## src/logic/loop_code_regs.vh

```
// Purpose: register indices, field positions and reset values of the
//          receive in-band loop-code detector block.
// Assumes: register byte address is four times the register index.
// Notes:   definitions only; no logic lives here.
`ifndef LOOP_CODE_REGS_VH
`define LOOP_CODE_REGS_VH

// ************************************************************
// register indices (byte address = index * 4)
// ************************************************************
`define UP_CODE_PATTERN_HI_IDX 8'hb9
`define UP_CODE_PATTERN_LO_IDX 8'hba
`define DOWN_CODE_PATTERN_HI_IDX 8'hbb
`define DOWN_CODE_PATTERN_LO_IDX 8'hbc
`define SPARE_CODE_LENGTH_CTL_IDX 8'hbd
`define SPARE_CODE_PATTERN_HI_IDX 8'hbe
`define SPARE_CODE_PATTERN_LO_IDX 8'hbf
`define LOOP_LENGTH_CTL_IDX 8'hf0
`define INTEGRATION_PERIOD_IDX 8'hf1
`define LOOP_CODE_STATUS_IDX 8'hf2

// ************************************************************
// field positions
// ************************************************************
`define UP_LENGTH_SEL_MSB 5
`define UP_LENGTH_SEL_LSB 3
`define DOWN_LENGTH_SEL_MSB 2
`define DOWN_LENGTH_SEL_LSB 0
`define SPARE_LENGTH_SEL_MSB 2
`define SPARE_LENGTH_SEL_LSB 0
`define STATUS_UP_BIT 0
`define STATUS_DOWN_BIT 1
`define STATUS_SPARE_BIT 2

// ************************************************************
// reset values and codes
// ************************************************************
`define PATTERN_RST 8'h00
`define LENGTH_CTL_RST 6'h00
`define SPARE_LENGTH_RST 3'h0
`define INTEGRATION_PERIOD_RST 8'h10
`define LENGTH_SEL_LONG 3'h7
`define HIST_FULL 5'h10

`endif

```

## src/logic/code_match_unit.v

```verilog
// Purpose: one repeating loop-code detector working on the received bit stream.
// Assumes: bit_valid marks each received bit, synchronous to core_clk.
// Notes:   a code is locked when the last N bits equal the pattern exactly,
//          then must keep repeating with period N for the integration period.
`timescale 1ns/100ps
`default_nettype none
`include "loop_code_regs.vh"

module code_match_unit
(
  // clock, reset, enable
  input wire core_clk,
  input wire rst,
  input wire clk_en,
  // received stream
  input wire bit_valid,
  input wire bit_in,
  // programmed code
  input wire [7:0] pat_hi,
  input wire [7:0] pat_lo,
  input wire [2:0] len_sel,
  input wire restart,
  input wire [11:0] threshold,
  // result
  output reg detected_ff
);

  reg [15:0] hist_ff;
  reg [4:0] fill_ff;
  reg lock_ff;
  reg [11:0] run_ff;

  wire [15:0] win;
  wire long_code;
  wire [3:0] lag_idx;
  wire [2:0] drop;
  wire [7:0] short_exp;
  wire [7:0] short_mask;
  wire exact;
  wire period_ok;
  wire filled;

  // ************************************************************
  // pattern compare
  // ************************************************************
  // newest bit sits in win[0]; the oldest bit of the window meets the msb
  assign win = {hist_ff[14:0], bit_in};
  assign long_code = (len_sel == `LENGTH_SEL_LONG); // [RL5] [RL6] [RL7]
  // one bit less than the code length, i.e. bit_in is compared N bits back
  assign lag_idx = long_code ? 4'hf : {1'b0, len_sel};
  assign drop = 3'h7 - len_sel;
  assign short_exp = pat_hi >> drop; // [RL2] [RL3]
  assign short_mask = 8'hff >> drop; // [RL3]
  // lo pattern only joins in for the 8/16 bit setting
  assign exact = long_code ? (win == {pat_hi, pat_lo}) :
                 (((win[7:0] ^ short_exp) & short_mask) == 8'h00); // [RL4]
  assign period_ok = (bit_in == hist_ff[lag_idx]);
  assign filled = (fill_ff >= {1'b0, lag_idx});

  // ************************************************************
  // integration
  // ************************************************************
  always @(posedge core_clk)
  begin
    if (rst)
    begin
      hist_ff <= 16'h0000;
      fill_ff <= 5'h00;
      lock_ff <= 1'b0;
      run_ff <= 12'h000;
      detected_ff <= 1'b0;
    end
    else if (clk_en)
    begin
      if (restart)
      begin
        // stale history would fake a match against the new pattern
        hist_ff <= 16'h0000; // [RL1]
        fill_ff <= 5'h00; // [RL1]
        lock_ff <= 1'b0; // [RL1]
        run_ff <= 12'h000; // [RL1]
        detected_ff <= 1'b0; // [RL1]
      end
      else if (bit_valid)
      begin
        hist_ff <= win;
        if (fill_ff != `HIST_FULL)
        begin
          fill_ff <= fill_ff + 5'h01;
        end
        if (lock_ff && period_ok)
        begin
          if (run_ff != 12'hfff)
          begin
            run_ff <= run_ff + 12'h001;
          end
          detected_ff <= (run_ff >= threshold); // [RL10]
        end
        else
        begin
          // any break in the repetition starts the period over
          lock_ff <= filled & exact; // [RL10]
          run_ff <= 12'h000;
          detected_ff <= 1'b0; // [RL10]
        end
      end
    end
  end

endmodule
`default_nettype wire

```

## src/logic/loop_code_detector.v

```verilog
// Purpose: receive in-band loop-code detection with up, down and spare
//          detectors, programmed over an Avalon-MM slave port.
// Assumes: rx_bit_valid and rx_bit are synchronous to core_clk.
// Notes:   every bus access answers with one wait cycle.
//
// Overview of operation
// RL1 - writing a detector's first pattern register restarts its integration from zero.
// RL2 - msb of the first pattern register is the first bit of the code.
// RL3 - for lengths one to seven only the top N bits are compared.
// RL4 - second pattern register is ignored for lengths one to seven.
// RL5 - up-code length is a 3-bit field; 111 selects 8/16 bits.
// RL6 - down-code length is its own 3-bit field, same encoding.
// RL7 - spare length comes from low three bits of its control register.
// RL8 - software keeps the five upper spare control bits at zero.
// RL9 - a third spare detector has its own pattern register pair.
// RL10 - code is declared present after error-free repetition for a whole integration period.
`timescale 1ns/100ps
`default_nettype none
`include "loop_code_regs.vh"

module loop_code_detector
(
  // clock, reset, enable
  input wire core_clk,
  input wire rst,
  input wire clk_en,
  // avalon-mm slave
  input wire [9:0] address,
  input wire read,
  input wire write,
  input wire [31:0] writedata,
  input wire [3:0] byteenable,
  output reg [31:0] readdata,
  output reg waitrequest,
  // received t1 stream
  input wire rx_bit_valid,
  input wire rx_bit,
  // detection results
  output wire up_code_detected,
  output wire down_code_detected,
  output wire spare_code_detected
);

  // ************************************************************
  // bus handshake states
  // ************************************************************
  localparam [1:0] ST_IDLE = 2'b01;
  localparam [1:0] ST_ACK = 2'b10;

  reg [1:0] state_ff;
  reg [1:0] nxt_state;

  // ************************************************************
  // register storage
  // ************************************************************
  reg [7:0] up_code_pattern_hi_ff;
  reg [7:0] up_code_pattern_lo_ff;
  reg [7:0] down_code_pattern_hi_ff;
  reg [7:0] down_code_pattern_lo_ff;
  reg [2:0] spare_length_sel_ff;
  reg [7:0] spare_code_pattern_hi_ff;
  reg [7:0] spare_code_pattern_lo_ff;
  reg [5:0] loop_length_ctl_ff;
  reg [7:0] integration_period_ff;

  reg [7:0] rd_mux;

  wire req;
  wire wr_commit;
  wire wr_low_lane;
  wire up_det;
  wire down_det;
  wire spare_det;
  wire [11:0] threshold;
  wire [2:0] up_length_sel;
  wire [2:0] down_length_sel;

  // ************************************************************
  // decode helpers
  // ************************************************************
  // misaligned byte addresses never hit a register
  function reg_hit;
    input [9:0] addr;
    input [7:0] idx;
    begin
      reg_hit = (addr[1:0] == 2'b00) && (addr[9:2] == idx);
    end
  endfunction

  assign req = read | write;
  // narrow registers live in byte lane 0 only
  assign wr_low_lane = byteenable[0];
  // the write lands at the edge where waitrequest is sampled low
  assign wr_commit = clk_en & write & (state_ff == ST_ACK) & wr_low_lane;

  // ************************************************************
  // handshake state machine
  // ************************************************************
  always @*
  begin
    nxt_state = state_ff;
    case (state_ff)
      ST_IDLE:
      begin
        if (req)
        begin
          nxt_state = ST_ACK;
        end
      end
      ST_ACK:
      begin
        nxt_state = ST_IDLE;
      end
      default:
      begin
        nxt_state = ST_IDLE;
      end
    endcase
  end

  always @(posedge core_clk)
  begin
    if (rst)
    begin
      state_ff <= ST_IDLE;
      waitrequest <= 1'b1;
      readdata <= 32'h00000000;
    end
    else if (clk_en)
    begin
      state_ff <= nxt_state;
      // low for exactly the one cycle in which the answer stands
      waitrequest <= ~((state_ff == ST_IDLE) & req);
      if ((state_ff == ST_IDLE) && read)
      begin
        readdata <= {24'h000000, rd_mux};
      end
    end
  end

  // ************************************************************
  // read mux
  // ************************************************************
  always @*
  begin
    rd_mux = 8'h00;
    if (reg_hit(address, `UP_CODE_PATTERN_HI_IDX))
    begin
      rd_mux = up_code_pattern_hi_ff;
    end
    else if (reg_hit(address, `UP_CODE_PATTERN_LO_IDX))
    begin
      rd_mux = up_code_pattern_lo_ff;
    end
    else if (reg_hit(address, `DOWN_CODE_PATTERN_HI_IDX))
    begin
      rd_mux = down_code_pattern_hi_ff;
    end
    else if (reg_hit(address, `DOWN_CODE_PATTERN_LO_IDX))
    begin
      rd_mux = down_code_pattern_lo_ff;
    end
    else if (reg_hit(address, `SPARE_CODE_LENGTH_CTL_IDX))
    begin
      // upper bits are not stored and read back as zero
      rd_mux = {5'h00, spare_length_sel_ff};
    end
    else if (reg_hit(address, `SPARE_CODE_PATTERN_HI_IDX))
    begin
      rd_mux = spare_code_pattern_hi_ff;
    end
    else if (reg_hit(address, `SPARE_CODE_PATTERN_LO_IDX))
    begin
      rd_mux = spare_code_pattern_lo_ff;
    end
    else if (reg_hit(address, `LOOP_LENGTH_CTL_IDX))
    begin
      rd_mux = {2'b00, loop_length_ctl_ff};
    end
    else if (reg_hit(address, `INTEGRATION_PERIOD_IDX))
    begin
      rd_mux = integration_period_ff;
    end
    else if (reg_hit(address, `LOOP_CODE_STATUS_IDX))
    begin
      rd_mux = {5'h00, spare_det, down_det, up_det};
    end
  end

  // ************************************************************
  // pattern registers
  // ************************************************************
  always @(posedge core_clk)
  begin
    if (rst)
    begin
      up_code_pattern_hi_ff <= `PATTERN_RST;
      up_code_pattern_lo_ff <= `PATTERN_RST;
      down_code_pattern_hi_ff <= `PATTERN_RST;
      down_code_pattern_lo_ff <= `PATTERN_RST;
      spare_code_pattern_hi_ff <= `PATTERN_RST;
      spare_code_pattern_lo_ff <= `PATTERN_RST;
    end
    else if (wr_commit)
    begin
      if (reg_hit(address, `UP_CODE_PATTERN_HI_IDX))
      begin
        up_code_pattern_hi_ff <= writedata[7:0];
      end
      if (reg_hit(address, `UP_CODE_PATTERN_LO_IDX))
      begin
        up_code_pattern_lo_ff <= writedata[7:0];
      end
      if (reg_hit(address, `DOWN_CODE_PATTERN_HI_IDX))
      begin
        down_code_pattern_hi_ff <= writedata[7:0];
      end
      if (reg_hit(address, `DOWN_CODE_PATTERN_LO_IDX))
      begin
        down_code_pattern_lo_ff <= writedata[7:0];
      end
      if (reg_hit(address, `SPARE_CODE_PATTERN_HI_IDX))
      begin
        spare_code_pattern_hi_ff <= writedata[7:0]; // [RL9]
      end
      if (reg_hit(address, `SPARE_CODE_PATTERN_LO_IDX))
      begin
        spare_code_pattern_lo_ff <= writedata[7:0]; // [RL9]
      end
    end
  end

  // ************************************************************
  // length and period registers
  // ************************************************************
  always @(posedge core_clk)
  begin
    if (rst)
    begin
      spare_length_sel_ff <= `SPARE_LENGTH_RST;
      loop_length_ctl_ff <= `LENGTH_CTL_RST;
      integration_period_ff <= `INTEGRATION_PERIOD_RST;
    end
    else if (wr_commit)
    begin
      if (reg_hit(address, `SPARE_CODE_LENGTH_CTL_IDX))
      begin
        // bits 7..3 are expected zero and simply dropped
        spare_length_sel_ff <=
          writedata[`SPARE_LENGTH_SEL_MSB:`SPARE_LENGTH_SEL_LSB]; // [RL7] [RL8]
      end
      if (reg_hit(address, `LOOP_LENGTH_CTL_IDX))
      begin
        loop_length_ctl_ff <= writedata[5:0];
      end
      if (reg_hit(address, `INTEGRATION_PERIOD_IDX))
      begin
        integration_period_ff <= writedata[7:0];
      end
    end
  end

  assign up_length_sel =
    loop_length_ctl_ff[`UP_LENGTH_SEL_MSB:`UP_LENGTH_SEL_LSB]; // [RL5]
  assign down_length_sel =
    loop_length_ctl_ff[`DOWN_LENGTH_SEL_MSB:`DOWN_LENGTH_SEL_LSB]; // [RL6]
  // period counts received bits in steps of sixteen
  assign threshold = {integration_period_ff, 4'h0};

  // ************************************************************
  // detectors
  // ************************************************************
  code_match_unit up_unit
  (
    .core_clk(core_clk),
    .rst(rst),
    .clk_en(clk_en),
    .bit_valid(rx_bit_valid),
    .bit_in(rx_bit),
    .pat_hi(up_code_pattern_hi_ff),
    .pat_lo(up_code_pattern_lo_ff),
    .len_sel(up_length_sel),
    .restart(wr_commit & reg_hit(address, `UP_CODE_PATTERN_HI_IDX)), // [RL1]
    .threshold(threshold),
    .detected_ff(up_det)
  );

  code_match_unit down_unit
  (
    .core_clk(core_clk),
    .rst(rst),
    .clk_en(clk_en),
    .bit_valid(rx_bit_valid),
    .bit_in(rx_bit),
    .pat_hi(down_code_pattern_hi_ff),
    .pat_lo(down_code_pattern_lo_ff),
    .len_sel(down_length_sel),
    .restart(wr_commit & reg_hit(address, `DOWN_CODE_PATTERN_HI_IDX)), // [RL1]
    .threshold(threshold),
    .detected_ff(down_det)
  );

  // own pattern pair and length, shares the stream and the integration period with the others
  code_match_unit spare_unit
  (
    .core_clk(core_clk),
    .rst(rst),
    .clk_en(clk_en),
    .bit_valid(rx_bit_valid),
    .bit_in(rx_bit),
    .pat_hi(spare_code_pattern_hi_ff),
    .pat_lo(spare_code_pattern_lo_ff),
    .len_sel(spare_length_sel_ff),
    .restart(wr_commit & reg_hit(address, `SPARE_CODE_PATTERN_HI_IDX)), // [RL1] [RL9]
    .threshold(threshold),
    .detected_ff(spare_det)
  );

  // ************************************************************
  // outputs
  // ************************************************************
  assign up_code_detected = up_det;
  assign down_code_detected = down_det;
  assign spare_code_detected = spare_det;

endmodule
`default_nettype wire

```

## config.mk

```make
export PLATFORM = sky130hd
export DESIGN_NAME = loop_code_detector
export DESIGN_NICKNAME = d
export VERILOG_FILES = /design/src/logic/code_match_unit.v /design/src/logic/loop_code_detector.v
export VERILOG_INCLUDE_DIRS = /design/src /design/src/logic
export SDC_FILE = /design/constraint.sdc
export NUM_CORES = 1
export LEC_CHECK = 0
export BUFFER_PORTS_ARGS = -buffer_cell sky130_fd_sc_hd__buf_2
export CORE_MARGIN = 5
export CORE_UTILIZATION = 55
export DETAILED_ROUTE_END_ITERATION = 10
export MAX_ROUTING_LAYER = met4
export PLACE_DENSITY = 0.85
export SYNTH_ARGS = -nofsm -noshare
export SYNTH_HDL_FRONTEND = slang
export SYNTH_SLANG_ARGS = --single-unit
```

## constraint.sdc

```tcl
create_clock -name core_clk -period 3.2 [get_ports core_clk]
set_clock_uncertainty 0.1 [all_clocks]
set_input_delay 0.16 -clock core_clk [delete_from_list [all_inputs] [get_ports core_clk]]
set_output_delay 0.16 -clock core_clk [all_outputs]
set_load 0.005 [all_outputs]
```

# --- Word level (Yosys, flattened, before mapping) ---
# Index checks and enable logic that the tools add are counted.
op_classes:
  bitwise: 18
  order_cmp: 9
  addsub: 9
  reduce_logical: 47
  shift: 6
  muxes: 69
  eq_ne: 34
op_table:
  columns: ["op", "n"]
  rows:
  - ["two-way mux 12 bit", 12]
  - ["two-way mux 16 bit", 6]
  - ["equality test 8 bit (second input constant)", 10]
  - ["two-way mux 8 bit", 9]
  - ["equality test 16 bit", 3]
  - ["two-way mux 5 bit", 9]
  - ["adder 12 x 1 -> 12 bit (second input constant)", 3]
  - [">= comparator 12 bit", 3]
  - ["!= test 12 bit (second input constant)", 3]
  - ["AND reduction 2 bit", 14]
  - ["AND reduction 3 bit", 9]
  - ["bitwise AND 8 bit", 3]
  - ["zero test 8 bit", 3]
  - ["two-way mux 1 bit", 24]
  - [">> shifter 8 x 3 -> 8 bit", 3]
  - [">> shifter 8 x 3 -> 8 bit (first input constant)", 3]
  - ["bitwise XOR 8 bit", 3]
  - ["adder 5 x 1 -> 5 bit (second input constant)", 3]
  - [">= comparator 5 x 4 -> 1 bit", 3]
  - ["less-than comparator 4 x 5 -> 1 bit (second input constant)", 3]
  - ["!= test 5 bit (second input constant)", 3]
  - ["logical AND 1 bit", 14]
  - ["binary-select mux 1 bit (select 4 bit)", 3]
  - ["two-way mux 4 bit", 3]
  - ["other kinds (15)", 40]
totals:
  ff_bits: 181
  out_inout_bits: 36
  in_bits: 53

# --- Longest topological paths before layout ---
depth:
  ltp_word: 12
  mapped_depth: 10
  depth_no_buf: 9

# --- By module ---
# A second synthesis with hierarchy kept.
hier_totals:
  hier_cells: 1378
  hier_area_um2: 11564.8
by_module_without_submodules:
  columns: ["mod", "area_per_inst_um2", "cells_per_inst", "instances"]
  rows:
  - ["loop_code_detector", 3786.1, 449, 1]
  - ["code_match_unit (down_unit)", 2656.3, 307, 1]
  - ["code_match_unit (up_unit)", 2576.2, 319, 1]
  - ["code_match_unit (spare_unit)", 2546.2, 303, 1]

# --- Worst setup path after synthesis ---
# Ideal clock, no wire load.
synth_timing:
  kind: "register to register"
  from: "register spare_length_sel_ff[1]"
  to: "register spare_unit.run_ff[11]"
  t_arrival_ns: 2.124
  setup_time_ns: 0.086
  path_slack_ns: 0.891
  period_less_slack_ns: 2.309
  path_stages_with_launch: 8
  required_ns: 3.014
  path_buffers: 1
  cell_sequence: "dfxtp_1 -> buf_2 -> mux4_2 -> mux2i_1 -> mux2_2 -> nand2b_1 -> a41o_1 -> a211oi_1"
synth_via:
  elab_chain_cells: 9
  word_cells_on_any_way: 11
synth_lines:
  columns: ["item", "line_no", "rtl"]
  rows:
  - ["start: declaration", "loop_code_detector.v:60", "reg [2:0] spare_length_sel_ff;"]
  - ["start signal: assignment", "loop_code_detector.v:240", "spare_length_sel_ff <= `SPARE_LENGTH_RST;"]
  - ["start signal: assignment", "loop_code_detector.v:249", "spare_length_sel_ff <="]
  - ["equality test 3 bit (no line)", null, null]
  - ["two-way mux 4 bit *", "code_match_unit.v:50", "assign lag_idx = long_code ? 4'hf : {1'b0, len_sel};"]
  - ["binary-select mux 1 bit (select 4 bit) *", "code_match_unit.v:57", "assign period_ok = (bit_in == hist_ff[lag_idx]);"]
  - ["two-way mux 1 bit (implied by the code) *", "code_match_unit.v:57", null]
  - ["equality test 1 bit *", "code_match_unit.v:57", null]
  - ["logical AND 1 bit *", "code_match_unit.v:91", "if (lock_ff && period_ok)"]
  - ["two-way mux 12 bit", "code_match_unit.v:91", null]
  - ["two-way mux 12 bit", "code_match_unit.v:84", "else if (bit_valid)"]
  - ["two-way mux 12 bit", "code_match_unit.v:75", "if (restart)"]
  - ["end signal: assignment", "code_match_unit.v:95", "run_ff <= run_ff + 12'h001;"]
  - ["end: declaration", "code_match_unit.v:31", "reg [11:0] run_ff;"]
# Mark *: on every way between the ends. The rest lies on a longest branch, timed or not. The select of a mux whose other input is x is not followed.
# A chain may end at the register's enable or synchronous reset.

# --- Worst setup path in the final report ---
layout_timing:
  from: "register up_unit.run_ff[0]"
  to: "register up_unit.run_ff[4]"
layout_via:
  elab_chain_cells: 5
  word_cells_on_any_way: 8
layout_lines:
  columns: ["item", "line_no", "rtl"]
  rows:
  - ["start: declaration", "code_match_unit.v:31", null]
  - ["start signal: assignment", "code_match_unit.v:95", null]
  - ["adder 12 x 1 -> 12 bit", "code_match_unit.v:95", null]
  - ["two-way mux 12 bit", "code_match_unit.v:93", "if (run_ff != 12'hfff)"]
  - ["two-way mux 12 bit", "code_match_unit.v:91", null]
  - ["two-way mux 12 bit", "code_match_unit.v:84", null]
  - ["two-way mux 12 bit", "code_match_unit.v:75", null]
# Several ways; a longest one is shown, not always the timed one. The select of a mux whose other input is x is not followed.

==> impl_metrics.yaml <==
synthesis:
  synthDistinctLibCells: 74
  syn-mean-instance-area_um2: 7.886
  synth-async-reset-ratio_pct: 0
  synth-main-ff-cell: "sky130_fd_sc_hd__dfxtp_1"
  synth_top_area_share_pct: 32.94
  synth.largest_area_cell: "sky130_fd_sc_hd__dfxtp_1"
  area_of_the_mapped_netlist_um2: 11000
  synth.cells.most_frequent: "sky130_fd_sc_hd__nand2_1 (233), sky130_fd_sc_hd__dfxtp_1 (181), sky130_fd_sc_hd__a21oi_1 (148), sky130_fd_sc_hd__nor2_1 (106), sky130_fd_sc_hd__clkbuf_1 (80)"
  synth.area.top_cells: "sky130_fd_sc_hd__dfxtp_1 (33%), sky130_fd_sc_hd__nand2_1 (8.0%), sky130_fd_sc_hd__a21oi_1 (6.7%)"
  ys.warnings.count: 0
  gate_count_after_technology_mapping: 1395
  ys_ff_latch: 181
  edff_count_synth: 0
  synth.most_common_cell: "sky130_fd_sc_hd__nand2_1"
  synth.yosys.seq_area_share_pct: 32.94
sta:
  post-route-worst-setup-slack_ps: 584.6
  finalCritPeriodShare_pct: 81.73
  maxSlewViolCount: 0
  final.setup.tns_ps: 0
  max_clock_freq_ghz: 0.3823
  max_slew.worst_pin.slew_ps: 750.3
  unrepaired_setup_endpoints_after_global_routing: "no"
  hold_violations: 0
  timing.final.setup_violations: 0
  whs_ps: 79.01
  layout_min_cycle_time_ps: 2615
  maxSlewHeadroom_pct: 49.98
placement:
  routabilityCongestion: 1.016
  dp_hpwl_um: 21660
  dpl_worst_slack_ps: 542.4
  place.port_buffers: 37
  numPlacedInstances: 1630
detailed_routing:
  detail_route.vias_per_cell: 6.205
  drtIter0Drc: 1291
  vias: 10370
  drt_wl_total_um: 30610
  route.detailed.wl_per_inst_um: 18.32
  drt_pass1_iterations: 5
  antenna_left: 0
  detail_route.drc_violations: 0
global_routing:
  grt_util_all_layers_pct: 27.73
  number_of_antenna_violations_at_the_first_check_in_global_routing: 0
  number_of_global_route_vias_before_repair: 9607
  grt_pass1_wl_um: 49390
  grt_max_degree: 38
  overflow: 0
critical_path:
  source_of_the_worst_register_to_register_timing_path: "up_unit.run_ff[0]"
  data_required_time_of_the_worst_path_ps: 3430
  cp_data_arrival_time_ps: 2840
  timing.critical_path.fanout_max: 6
  worstSetupPathType: "flip-flop to flip-flop"
  ff2ff_path_depth: 8
  crit-reg2reg-capture: "up_unit.run_ff[4]"
  ff2ff_setup_slack_ps: 580
  cp-end-kind: "flip-flop"
  setup.worst_path.start_class: "flip-flop"
power_and_ir_drop:
  p_clk_share_pct: 45.8
  irDropWorstVdd_v: 0.0003698
  p_seq_share_pct: 48.0
  p_switching_mw: 1.216
  power.share.combinational_pct: 6.2
  p_leak_nw: 4.602
  p_int_mw: 3.543
  cellPowerDensity_nw_per_um2: 397.3
  switching_share_pct: 25.56
run_status:
  run_status: "complete, no violations"
worst_hold_path:
  hold-path-endpoint: "waitrequest"
  hold_path_depth: 4
  hold_path.startpoint: "read"
  hold_class: "primary input to flip-flop"
die:
  fp-row-count: 51
  chipWidth_um: 151.4
  fp.dieH_um: 151.4
  ioPinCount: 89
  core_area_um2: 19590
  start_util_pct: 56.15
  dieArea_um2: 22930
layout:
  finish.net_count: 1494
  layout-area-overhead-vs-synth_pct: 8.883
  layout.cells.non_filler: 1671
  fraction_of_final_layout_cells_with_drive_strength_greater_than_1_pct: 9.673
  layout.core_utilization_pct: 61.14
  final_antenna_diode_count: 0
clock_tree:
  cts_bufs_inserted: 17
  clock_sinks: 181
  cts_buffer_depth: 2
  cts-htree-levels: 4
  cts.root.buffer_cell: "sky130_fd_sc_hd__clkbuf_16"
  postCtsResizedCells: 0
  insertion_delay_ps: 450
  clk_transition_reported_paths_ps: 70
  cts_tree: "yes"
flow_run:
  drv_cap: 0
## power groups by stage
stage | logic [mW] | registers [mW] | clock network [mW]
after global placement | 0.270 | 2.33 | 0
final | 0.295 | 2.28 | 2.18
after floorplan | 0.216 | 2.33 | 0
after detailed placement | 0.276 | 2.34 | 0
after global routing | 0.318 | 2.29 | 2.29
after CTS | 0.286 | 2.28 | 2.20
## cell type report
class,count,area [µm²]
timing repair buffer,76,500.5
inverter,40,150.1
sequential,181,3623
tap,265,331.6
clock buffer,17,425.4
clock inverter,15,187.7
fill,1665,7612
multi-input combinational,1077,6759
## flip-flops by register name, indices dropped and copies added, names as in the netlist, 12 cells and up
register,flops
up_unit.hist_ff,16
spare_unit.hist_ff,16
spare_unit.run_ff,12
down_unit.run_ff,12
up_unit.run_ff,12
down_unit.hist_ff,16
## critical path, cell delays in order, from the launching register on
cell and delay (ps):
sky130_fd_sc_hd__dfxtp_1 420, sky130_fd_sc_hd__ha_1 200, sky130_fd_sc_hd__and3_1 240, sky130_fd_sc_hd__nor3b_1 560, sky130_fd_sc_hd__nand2_1 330, sky130_fd_sc_hd__o21ai_2 250, sky130_fd_sc_hd__and2_4 200, sky130_fd_sc_hd__o21bai_1 110
sky130_fd_sc_hd__a211oi_1 80
## layout by cell type (no fill, tap or decap), types with 17 or more instances in the layout
| cell | n |
|---|---|
| sky130_fd_sc_hd__conb_1 | 24 |
| sky130_fd_sc_hd__nand3_1 | 50 |
| sky130_fd_sc_hd__clkbuf_16 | 17 |
| sky130_fd_sc_hd__buf_4 | 30 |
| sky130_fd_sc_hd__nand4_1 | 17 |
| sky130_fd_sc_hd__nand2_1 | 232 |
| sky130_fd_sc_hd__nor3_1 | 39 |
| sky130_fd_sc_hd__nor2_1 | 106 |
| sky130_fd_sc_hd__ha_1 | 48 |
| sky130_fd_sc_hd__xnor2_1 | 37 |
| sky130_fd_sc_hd__inv_1 | 38 |
| sky130_fd_sc_hd__a21oi_1 | 148 |
| sky130_fd_sc_hd__xor2_1 | 55 |
| sky130_fd_sc_hd__mux2i_1 | 60 |
| sky130_fd_sc_hd__dfxtp_1 | 181 |
| sky130_fd_sc_hd__o21ai_0 | 44 |
| sky130_fd_sc_hd__buf_2 | 37 |
## routing by layer
metal	up-vias	GRT usage (%)	share of wire, %
li1	4839	-	-
met1	4895	36.40	41
met2	528	42.70	46
met3	107	4.638	9.1
met4	0	11.06	3.9
met5	-	-	0
## per-stage QoR
stage,instance area (µm²),power (mW)
2_1_floorplan,11090,2.543
3_3_place_gp,11270,2.604
3_5_place_dp,11270,2.611
4_1_cts,11980,4.768
5_1_grt,11980,4.897
6_report,11980,4.759
## kinds of logic (layout without fill, tap and decap cells)
group / after synthesis / after routing / synth area share [%]
xor+xnor: 92 / 92 / 7.325
fa+ha+maj: 48 / 48 / 5.460
simple gates: 518 / 518 / 21.17
compound gates: 313 / 313 / 17.39
mux: 82 / 82 / 9.247
buf+inv: 160 / 148 / 6.438
flops: 181 / 181 / 32.94
other cells: 1 / 24 / 0.03409
## worst max-delay path by stage
stage                     slack [ps]                     to                    from  cells past startpoint
after floorplan                  890  spare_unit.run_ff[11]  spare_length_sel_ff[1]                      7
after global placement           610      up_unit.run_ff[9]              address[4]                      7
after detailed placement         540            readdata[0]              address[2]                      8
after CTS                        670      up_unit.run_ff[4]       up_unit.run_ff[0]                      8
after global routing             450      up_unit.run_ff[4]       up_unit.run_ff[0]                      8
final                            580      up_unit.run_ff[4]       up_unit.run_ff[0]                      8
## repair_timing
item,CTS,global route
hold endpoints to repair,31,0
setup buffers,0,0
hold buffers,9,0
(Power assumes the default switching activity.)
